## config.mk

```make
export PLATFORM = sky130hd
export DESIGN_NAME = tbs_timer_block_sequencer
export DESIGN_NICKNAME = d
export VERILOG_FILES = /design/src/hdl/tbs_pkg.sv /design/src/hdl/tbs_seq.sv /design/src/hdl/tbs_timer_block_sequencer.sv
export VERILOG_INCLUDE_DIRS = /design/src /design/src/hdl
export SDC_FILE = /design/constraint.sdc
export NUM_CORES = 1
export LEC_CHECK = 0
export BUFFER_PORTS_ARGS = -buffer_cell sky130_fd_sc_hd__clkbuf_2
export CAP_MARGIN = 20
export CORE_UTILIZATION = 60
export DETAILED_ROUTE_END_ITERATION = 6
export GPL_ROUTABILITY_DRIVEN = 0
export PLACE_DENSITY_LB_ADDON = 0.25
export SLEW_MARGIN = 25
export SYNTH_ARGS = -nofsm -noshare
export SYNTH_HDL_FRONTEND = slang
export SYNTH_SLANG_ARGS = --single-unit
export TNS_END_PERCENT = 1
```

## constraint.sdc

```tcl
create_clock -name clk_sys -period 15.35 [get_ports clk_sys]
set_input_delay 3.07 -clock clk_sys [delete_from_list [all_inputs] [get_ports clk_sys]]
set_output_delay 3.07 -clock clk_sys [all_outputs]
set_load 0.03 [all_outputs]
```

## src/hdl/tbs_map.svh

```systemverilog
// register offsets, field positions and codes of the timer block sequencer
// How it works
// - group b sequencer runs four slots, two on the fast prescaler, overflow timer before count timer.
// - group a sequencer runs eight slots, four on the fast prescaler: core, lower, upper, capture.
// - within each group, timers and the capture/reload register are each handled in their own slot, never at once.
// - every scheduled action finishes within one basic cycle, one full sequencer round, except the delayed lower aux reload.
// - lower or upper aux timer reloads the core timer on each core overflow or underflow.
// - lower aux reload lands one basic cycle late with fast group a prescaler and prescale zero.
// - upper aux reload never takes the extra cycle, even at the fastest setting.
// - counting up, a read right after overflow may show zero or one before the reload lands.
// - counting down, a read right after underflow may show all-ones or all-ones minus one.
// - the late lower aux reload stretches the wrap period, interrupt spacing and toggle output by one basic cycle; other settings stay cycle exact.
// - count timer counting overflow timer wraps shows no transient values.
// - the core timer raises an interrupt request on every overflow and underflow.
`ifndef TBS_MAP_SVH
`define TBS_MAP_SVH
`define TBS_TW 16
`define TBS_PW 8
`define TBS_AW 8
`define TBS_ADR_CTRL_A 8'h00
`define TBS_ADR_CTRL_B 8'h04
`define TBS_ADR_CORE 8'h08
`define TBS_ADR_LOWER 8'h0c
`define TBS_ADR_UPPER 8'h10
`define TBS_ADR_CNT_E 8'h14
`define TBS_ADR_OVF_F 8'h18
`define TBS_ADR_CAPREG 8'h1c
`define TBS_ADR_STATUS 8'h20
`define TBS_ADR_MASK 8'h24
// control a fields
`define TBS_CA_BPS 1:0
`define TBS_CA_PSEL 4:2
`define TBS_CA_DOWN 5
`define TBS_CA_RUN 6
`define TBS_CA_RLD_EN 7
`define TBS_CA_RLD_UP 8
`define TBS_CA_CAP 9
// control b fields
`define TBS_CB_BPS 1:0
`define TBS_CB_F_RUN 2
`define TBS_CB_F_CNT 3
`define TBS_CB_F_DOWN 4
`define TBS_CB_F_RLD 5
`define TBS_CB_E_MODE 7:6
`define TBS_BPS_FAST 2'h1
`define TBS_E_TIMER 2'h1
`define TBS_E_INPUT 2'h2
`define TBS_E_WRAPS 2'h3
`define TBS_ST_CORE 0
`define TBS_ST_OVF 1
`define TBS_ST_CNT 2
`define TBS_A_SLOTS 8
`define TBS_B_SLOTS 4
`endif

```

## src/hdl/tbs_pkg.sv

```systemverilog
// types of the timer block sequencer
package tbs_pkg;
   typedef enum logic [2:0] {A_CORE, A_LOWER, A_UPPER, A_CAPT, A_IDLE4, A_IDLE5, A_IDLE6,
                             A_IDLE7} tbs_a_slot_t;
   typedef enum logic [1:0] {B_OVF, B_CNT, B_IDLE2, B_IDLE3} tbs_b_slot_t;
   typedef struct packed {
      logic [2:0] slot;
   } tbs_seq_st_t;
   typedef struct packed {
      logic [1:0] bps_a;
      logic [2:0] psel;
      logic core_down;
      logic core_run;
      logic rld_en;
      logic rld_up;
      logic cap_req;
      logic [1:0] bps_b;
      logic f_run;
      logic f_cnt;
      logic f_down;
      logic f_rld;
      logic [1:0] e_mode;
      logic [15:0] core;
      logic [15:0] lower;
      logic [15:0] upper;
      logic [15:0] cnt_e;
      logic [15:0] ovf_f;
      logic [15:0] capreg;
      logic [7:0] pre;
      logic pend_lo;
      logic pend_up;
      logic pend_dly;
      logic pend_e;
      logic edge_e;
      logic edge_f;
      logic in_e_q;
      logic in_f_q;
      logic toggle;
      logic [2:0] sts;
      logic [2:0] mask;
      logic [31:0] rdata;
   } tbs_st_t;
endpackage

```

## src/hdl/tbs_seq.sv

```systemverilog
// slot sequencer of one timer group, full or half length round
module tbs_seq #(
   parameter int SLOTS = 8
) (
   input wire logic clk_sys,      // system clock
   input wire logic sys_rst,      // async reset, high
   input wire logic fast,         // fast prescaler, half round
   output logic [2:0] slot,       // current slot
   output logic round_end         // last slot of the round
);
   localparam logic [2:0] LAST_FULL = 3'(SLOTS - 1);
   localparam logic [2:0] LAST_FAST = 3'(SLOTS / 2 - 1);
   tbs_pkg::tbs_seq_st_t s, n;

   // >= so a switch to fast mid round cannot leave the slot beyond the end
   always_comb begin
      n = s;
      round_end = s.slot >= (fast ? LAST_FAST : LAST_FULL);
      n.slot = round_end ? 3'h0 : s.slot + 3'h1;
   end

   always_ff @(posedge clk_sys or posedge sys_rst) begin
      if (sys_rst) begin
         s <= '0;
      end else begin
         s <= n;
      end
   end

   assign slot = s.slot;
endmodule

```

## src/hdl/tbs_timer_block_sequencer.sv

```systemverilog
// two timer groups serviced slot by slot, with register port and interrupt
//
// The strobed register port and the address map are this design's own decisions.
`include "tbs_map.svh"
module tbs_timer_block_sequencer (
   input wire logic clk_sys,                   // system clock, 100 MHz
   input wire logic sys_rst,                   // async reset, high
   input wire logic [`TBS_AW-1:0] reg_addr,    // register byte address
   input wire logic [31:0] reg_wdata,          // write data
   input wire logic reg_wr,                    // write strobe
   input wire logic reg_rd,                    // read strobe
   output logic [31:0] reg_rdata,              // read data, cycle after strobe
   output logic irq,                           // level interrupt
   output logic core_timer_toggle_out,         // toggles on core wrap
   input wire logic group_b_count_input_e,     // count input of count timer
   input wire logic group_b_count_input_f,     // count input of overflow timer
   input wire logic group_b_dir_input_e,       // count timer down when high, in input count mode only
   input wire logic group_b_dir_input_f        // overflow timer down when high, when it counts its input
);
   tbs_pkg::tbs_st_t s, n;
   logic [2:0] slot_a, slot_b_raw;
   logic round_a, round_b;
   tbs_pkg::tbs_a_slot_t slot_a_e;
   tbs_pkg::tbs_b_slot_t slot_b_e;
   logic fast_a, fast_b, tick_a, wrap_a, wrap_f, wrap_e, step_f, step_e, dn_f, dn_e;
   logic [`TBS_PW-1:0] pmask;
   logic [2:0] sts_set, sts_clr;
   logic wr_core, wr_ovf, wr_cnt;

   // group a runs the long round, group b the short one
   tbs_seq #(.SLOTS(`TBS_A_SLOTS)) u_seq_a (
      .clk_sys(clk_sys),
      .sys_rst(sys_rst),
      .fast(fast_a),
      .slot(slot_a),
      .round_end(round_a)
   );

   tbs_seq #(.SLOTS(`TBS_B_SLOTS)) u_seq_b (
      .clk_sys(clk_sys),
      .sys_rst(sys_rst),
      .fast(fast_b),
      .slot(slot_b_raw),
      .round_end(round_b)
   );

   assign slot_a_e = tbs_pkg::tbs_a_slot_t'(slot_a);
   assign slot_b_e = tbs_pkg::tbs_b_slot_t'(slot_b_raw[1:0]);
   assign fast_a = s.bps_a == `TBS_BPS_FAST;
   assign fast_b = s.bps_b == `TBS_BPS_FAST;
   assign wr_core = reg_wr && reg_addr == `TBS_ADR_CORE;
   assign wr_ovf = reg_wr && reg_addr == `TBS_ADR_OVF_F;
   assign wr_cnt = reg_wr && reg_addr == `TBS_ADR_CNT_E;

   // next state: group a slots, group b slots, then software writes on top
   always_comb begin
      n = s;
      sts_set = 3'h0;
      wrap_a = 1'b0;
      wrap_f = 1'b0;
      wrap_e = 1'b0;
      pmask = (`TBS_PW'(1) << s.psel) - `TBS_PW'(1);
      // prescale counts whole basic cycles, so a tick always spans one round
      tick_a = s.core_run && ((s.pre & pmask) == '0);
      if (round_a) begin
         n.pre = s.pre + `TBS_PW'(1);
      end
      dn_f = s.f_cnt ? group_b_dir_input_f : s.f_down;
      dn_e = s.e_mode == `TBS_E_INPUT && group_b_dir_input_e;
      step_f = s.f_run && (!s.f_cnt || s.edge_f);
      step_e = s.e_mode == `TBS_E_TIMER || (s.e_mode == `TBS_E_INPUT && s.edge_e) ||
               (s.e_mode == `TBS_E_WRAPS && s.pend_e);
      // each element owns one slot, so interactions resolve in a fixed order
      unique case (slot_a_e)
         tbs_pkg::A_CORE: begin
            if (s.pend_dly) begin
               n.pend_dly = 1'b0;
               n.pend_lo = 1'b1;
            end
            if (tick_a) begin
               wrap_a = s.core_down ? (s.core == '0) : (&s.core);
               // wrap value stays readable until the reload slot
               n.core = s.core_down ? s.core - `TBS_TW'(1) : s.core + `TBS_TW'(1);
               if (wrap_a) begin
                  n.toggle = !s.toggle;
                  sts_set[`TBS_ST_CORE] = 1'b1;
                  if (s.rld_en) begin
                     if (s.rld_up) begin
                        n.pend_up = 1'b1;
                     end else if (fast_a && s.psel == 3'h0) begin
                        n.pend_dly = 1'b1;
                     end else begin
                        n.pend_lo = 1'b1;
                     end
                  end
               end
            end
         end
         tbs_pkg::A_LOWER: begin
            if (s.pend_lo) begin
               n.core = s.lower;
               n.pend_lo = 1'b0;
            end
         end
         tbs_pkg::A_UPPER: begin
            if (s.pend_up) begin
               n.core = s.upper;
               n.pend_up = 1'b0;
            end
         end
         tbs_pkg::A_CAPT: begin
            if (s.cap_req) begin
               n.lower = s.core;
               n.cap_req = 1'b0;
            end
         end
         tbs_pkg::A_IDLE4, tbs_pkg::A_IDLE5, tbs_pkg::A_IDLE6, tbs_pkg::A_IDLE7: begin
         end
      endcase
      // overflow timer first, so the count timer sees its wrap next slot
      unique case (slot_b_e)
         tbs_pkg::B_OVF: begin
            n.edge_f = 1'b0;
            if (step_f) begin
               wrap_f = dn_f ? (s.ovf_f == '0) : (&s.ovf_f);
               n.ovf_f = dn_f ? s.ovf_f - `TBS_TW'(1) : s.ovf_f + `TBS_TW'(1);
               if (wrap_f) begin
                  sts_set[`TBS_ST_OVF] = 1'b1;
                  if (s.f_rld) begin
                     n.ovf_f = s.capreg;
                  end
                  if (s.e_mode == `TBS_E_WRAPS) begin
                     n.pend_e = 1'b1;
                  end
               end
            end
         end
         tbs_pkg::B_CNT: begin
            n.edge_e = 1'b0;
            n.pend_e = 1'b0;
            if (step_e) begin
               wrap_e = dn_e ? (s.cnt_e == '0) : (&s.cnt_e);
               n.cnt_e = dn_e ? s.cnt_e - `TBS_TW'(1) : s.cnt_e + `TBS_TW'(1);
               if (wrap_e) begin
                  sts_set[`TBS_ST_CNT] = 1'b1;
               end
            end
         end
         tbs_pkg::B_IDLE2, tbs_pkg::B_IDLE3: begin
         end
      endcase
      // edges caught after the slot clears them, so a new edge is never lost
      n.in_e_q = group_b_count_input_e;
      n.in_f_q = group_b_count_input_f;
      if (group_b_count_input_e && !s.in_e_q) begin
         n.edge_e = 1'b1;
      end
      if (group_b_count_input_f && !s.in_f_q) begin
         n.edge_f = 1'b1;
      end
      // software writes win over hardware updates of the same register, except status, where a hardware set beats the clear
      sts_clr = 3'h0;
      if (reg_wr) begin
         unique case (reg_addr)
            `TBS_ADR_CTRL_A: begin
               n.bps_a = reg_wdata[`TBS_CA_BPS];
               n.psel = reg_wdata[`TBS_CA_PSEL];
               n.core_down = reg_wdata[`TBS_CA_DOWN];
               n.core_run = reg_wdata[`TBS_CA_RUN];
               n.rld_en = reg_wdata[`TBS_CA_RLD_EN];
               n.rld_up = reg_wdata[`TBS_CA_RLD_UP];
               n.cap_req = reg_wdata[`TBS_CA_CAP];
            end
            `TBS_ADR_CTRL_B: begin
               n.bps_b = reg_wdata[`TBS_CB_BPS];
               n.f_run = reg_wdata[`TBS_CB_F_RUN];
               n.f_cnt = reg_wdata[`TBS_CB_F_CNT];
               n.f_down = reg_wdata[`TBS_CB_F_DOWN];
               n.f_rld = reg_wdata[`TBS_CB_F_RLD];
               n.e_mode = reg_wdata[`TBS_CB_E_MODE];
            end
            `TBS_ADR_CORE: n.core = reg_wdata[`TBS_TW-1:0];
            `TBS_ADR_LOWER: n.lower = reg_wdata[`TBS_TW-1:0];
            `TBS_ADR_UPPER: n.upper = reg_wdata[`TBS_TW-1:0];
            `TBS_ADR_CNT_E: n.cnt_e = reg_wdata[`TBS_TW-1:0];
            `TBS_ADR_OVF_F: n.ovf_f = reg_wdata[`TBS_TW-1:0];
            `TBS_ADR_CAPREG: n.capreg = reg_wdata[`TBS_TW-1:0];
            `TBS_ADR_STATUS: sts_clr = reg_wdata[2:0];
            `TBS_ADR_MASK: n.mask = reg_wdata[2:0];
            default: begin
            end
         endcase
      end
      // set beats a write-one clear in the same cycle
      n.sts = (s.sts & ~sts_clr) | sts_set;
      // read data stands only in the cycle after the strobe
      n.rdata = 32'h0;
      if (reg_rd) begin
         unique case (reg_addr)
            `TBS_ADR_CTRL_A: n.rdata = {22'h0, s.cap_req, s.rld_up, s.rld_en, s.core_run,
                                        s.core_down, s.psel, s.bps_a};
            `TBS_ADR_CTRL_B: n.rdata = {24'h0, s.e_mode, s.f_rld, s.f_down, s.f_cnt, s.f_run,
                                        s.bps_b};
            `TBS_ADR_CORE: n.rdata = {16'h0, s.core};
            `TBS_ADR_LOWER: n.rdata = {16'h0, s.lower};
            `TBS_ADR_UPPER: n.rdata = {16'h0, s.upper};
            `TBS_ADR_CNT_E: n.rdata = {16'h0, s.cnt_e};
            `TBS_ADR_OVF_F: n.rdata = {16'h0, s.ovf_f};
            `TBS_ADR_CAPREG: n.rdata = {16'h0, s.capreg};
            `TBS_ADR_STATUS: n.rdata = {29'h0, s.sts};
            `TBS_ADR_MASK: n.rdata = {29'h0, s.mask};
            default: n.rdata = 32'h0;
         endcase
      end
   end

   always_ff @(posedge clk_sys or posedge sys_rst) begin
      if (sys_rst) begin
         s <= '0;
      end else begin
         s <= n;
      end
   end

   // outputs straight from flops, interrupt from status and mask
   assign reg_rdata = s.rdata;
   assign core_timer_toggle_out = s.toggle;
   assign irq = |(s.sts & s.mask);
endmodule

```

==> results.toml <==
[outcome]
outcome = "finished, violations left"
violations = "design-rule violations"

[flow_run]
drv_cap = 0

[cts]
path_clk_slew_ps = 60
cts_buffers = 17
cts.sinks = 158
cts_tree = "built"
root_buffer = "clkbuf_16"
post_cts_buffers = 0
h-tree-depth = 4
cts_resized = 0
clkLatencyLatePin_ps = 430
cts_max_path_buffers = 2
cts-hold-fix-buffers = 0

[route]
drt_iter0_drc = 980
vias_per_cell = 6.56
drc_errors = 4
wl_per_cell_um = 20.8
drtAntennaViolNets = 0
drt_first_pass_iters = 7
drt-total-wl_um = 29200
num_vias = 9188

[worst_hold_path]
min_from = "u_seq_b.slot[2]"
hold_class = "flip-flop to flip-flop"
holdPathEnd = "u_seq_b.slot[0]"
hold_depth = 1

[synthesis]
syn_area_per_cell_sq_um = 9.06
ys.flop_type = "dfrtp_1"
yosys_warnings = 0
postSynthCellCount = 1156
synth_seq_cells = 158
synth_enable_flop_cells = 0
synth-adder-area-share_pct = 7.13
synth_top_family_by_area = "compound AO/OA/AOI/OAI gates"
syn_area_sq_mm = 0.0105
synth_mux_area_share_pct = 9.83
synth_xor_area_share_pct = 3.26
synthArstFlopShare_pct = 100
yosys.area_share.simple_pct = 16.7
synth_compound_area_share_pct = 19.8
yosysSeqAreaShare_pct = 37.7
synth_cell_types = 66

[timing]
final_hold_viol_count = 0
tns_ps = 0
max_slew_margin_pct = 35.8
min_period_ps = 6110
fmax_mhz = 164
skew_ps = 6.76
finalCritPeriodShare_pct = 39.8
finalWorstSetupSlack_ps = 9240
rsz0062_at_grt = "false"
worst_pin_slew_ps = 960
drv_slew = 0
setup_viol = 0

[critical_path]
timing.critical_path.mode_cell = "o21ai_0"
reg2reg_depth = 12
worstPathArrival_ps = 6460
slowest_stage = "inv_1"
crit_path_start_kind = "input pin"
path_max_fanout = 16
cpPeakStageDelay_ps = 450
cp_cell_sequence = "clkbuf_2 > mux2i_1 > inv_1 > ha_1 > nor2b_1 > o21ai_0 > a21boi_0 > o21ai_0 > a21oi_1 > a221oi_1 > mux2i_1 > o31ai_1 > o21ai_0"
crit_buf_inv = 2
cp.required_ps = 15690
cp-end-kind = "flip-flop"
cp_top_family = "compound AO/OA/AOI/OAI gates"
reg2reg_to = "s[102]"
setup.worst_path.class = "input pin to flip-flop"
rrSetupSlack_ps = 11290
r2r-start = "s[151]"

[layout]
seqCellArea_sq_mm = 0.00395
layout.nets = 1273
diodes = 0
synthToLayoutAreaGrowth_pct = 8.11
drive_gt1_share_pct = 14.1
num-fill-cells = 1396
multi_input_area_sq_mm = 0.00600

[power]
p_sw_mw = 0.543
combPwrFrac_pct = 28.9
p_int_mw = 0.930
pwr_density_cell_mw_per_mm2 = 130
ir_drop_mv = 0.0844
clockPowerShare_pct = 29.2
p_sw_share_pct = 36.9
pwr-share-seq_pct = 42.0
p_leak_nw = 5.20

[grt]
grt_pass1_vias = 8587
grt_overflow = 0
grt_start_max_net_pins = 84
grt_pass1_wl_um = 46600
grt_usage_pct = 33.8
antenna_found_initial = 0

[die]
fp.dieH_um = 134
core_sq_mm = 0.0168
start_util_pct = 62.3
rows = 47
dieWidth_um = 134
die-area_sq_mm = 0.0180
ioPinCount = 82

[placed_design]
portBuffers = 49
dp_hpwl_um = 21200
pre_cts_slack_ps = 8770
worst max path at each step:
| stage | end | slack [ps] | cells after the start | from |
|---|---|---|---|---|
| after floorplan | core_timer_toggle_out | 8020 | 1 | sys_rst |
| after global placement | s[83] | 8830 | 13 | group_b_dir_input_f |
| after detailed placement | s[83] | 8770 | 13 | group_b_dir_input_f |
| after CTS | s[83] | 9250 | 13 | group_b_dir_input_f |
| after global routing | s[83] | 8940 | 13 | group_b_dir_input_f |
| final | s[83] | 9240 | 13 | group_b_dir_input_f |
power by group through the flow:
stage / sequential (mW) / clock [mW] / combinational, mW
floorplan: 0.568 / 0 / 0.340
global placement: 0.614 / 0 / 0.403
detailed placement: 0.618 / 0 / 0.417
CTS: 0.612 / 0.433 / 0.420
global route: 0.627 / 0.453 / 0.478
finish: 0.618 / 0.430 / 0.425
cell usage after synthesis, types with 11 or more instances:
| cell | n | area [sq um] |
|---|---|---|
| a21oi_1 | 90 | 450 |
| xor2_1 | 12 | 105 |
| clkbuf_1 | 42 | 158 |
| dfrtp_1 | 158 | 3950 |
| mux2i_1 | 32 | 320 |
| nor3_1 | 30 | 150 |
| nand2b_1 | 14 | 87.6 |
| nand3_1 | 28 | 140 |
| a221oi_1 | 13 | 114 |
| nor2b_1 | 13 | 81.3 |
| a21o_1 | 13 | 97.6 |
| ha_1 | 54 | 676 |
| xnor2_1 | 27 | 236 |
| o211ai_1 | 11 | 82.6 |
| nor2_1 | 98 | 368 |
| inv_1 | 34 | 128 |
| nand4_1 | 19 | 119 |
| mux2_2 | 63 | 709 |
| buf_4 | 32 | 240 |
| o21ai_0 | 50 | 250 |
| nor4_1 | 16 | 100 |
| a222oi_1 | 27 | 270 |
| nand2_1 | 110 | 413 |
| a31oi_1 | 34 | 213 |
metal layers:
metal / vias up / track usage, % / wire, um
met5: - / 0 / 0
met4: 0 / 15.5 / 1150
met3: 73 / 6.35 / 2510
met2: 420 / 52.5 / 13400
met1: 4424 / 46.1 / 12100
li1: 4271 / - / -
cell families after synthesis:
| kind of cell | count (synthesis) |
|---|---|
| compound gates | 314 |
| xor+xnor | 39 |
| fa+ha+maj | 58 |
| buf+inv | 121 |
| flops | 158 |
| mux | 95 |
| other cells | 1 |
| simple gates | 370 |
flip-flops by register name (all words and copies together), names as in the netlist:
| signal | flops |
|---|---|
| s | 135 |
| u_seq_b.slot | 3 |
| u_seq_a.slot | 3 |
| reg_rdata | 16 |
| core_timer_toggle_out | 1 |
cell type report:
class,instances,share of cell area [%]
clock buffer,21,4.15
clock inverter,11,1.16
inverter,36,1.24
multi-input combinational,892,53.0
sequential,158,34.9
tap,220,2.43
timing repair buffer,63,3.13
worst reg2reg max path, delay by kind of cell, from the launching register on:
family	cells	cell delay (ps)
compound gates	6	1400
xor+xnor	1	180
buf+inv	1	510
fa+ha+maj	1	410
flops	1	460
simple gates	3	980
metrics by stage:
stage	hold WS (ps)	std cells	total power [mW]	instance area [sq um]	utilization, %
floorplan	399	1171	0.908	10500	-
global placement	415	1369	1.02	10700	63.7
detailed placement	416	1369	1.04	10700	63.7
CTS	431	1401	1.47	11300	67.3
global route	455	1401	1.56	11300	67.4
finish	433	1401	1.47	11300	67.4
cells in the final DEF (no fill, tap or decap), types with 16 or more instances in the layout:
cell / n
dfrtp_1: 158
nand2_1: 109
nor2_1: 98
a21oi_1: 90
mux2_2: 63
ha_1: 54
o21ai_0: 50
clkbuf_2: 49
a31oi_1: 34
inv_1: 33
mux2i_1: 32
nor3_1: 30
nand3_1: 28
a222oi_1: 27
xnor2_1: 27
nand4_1: 19
clkbuf_16: 17
nor4_1: 16
conb_1: 16
No activity file was read; power rests on OpenSTA's default activity.
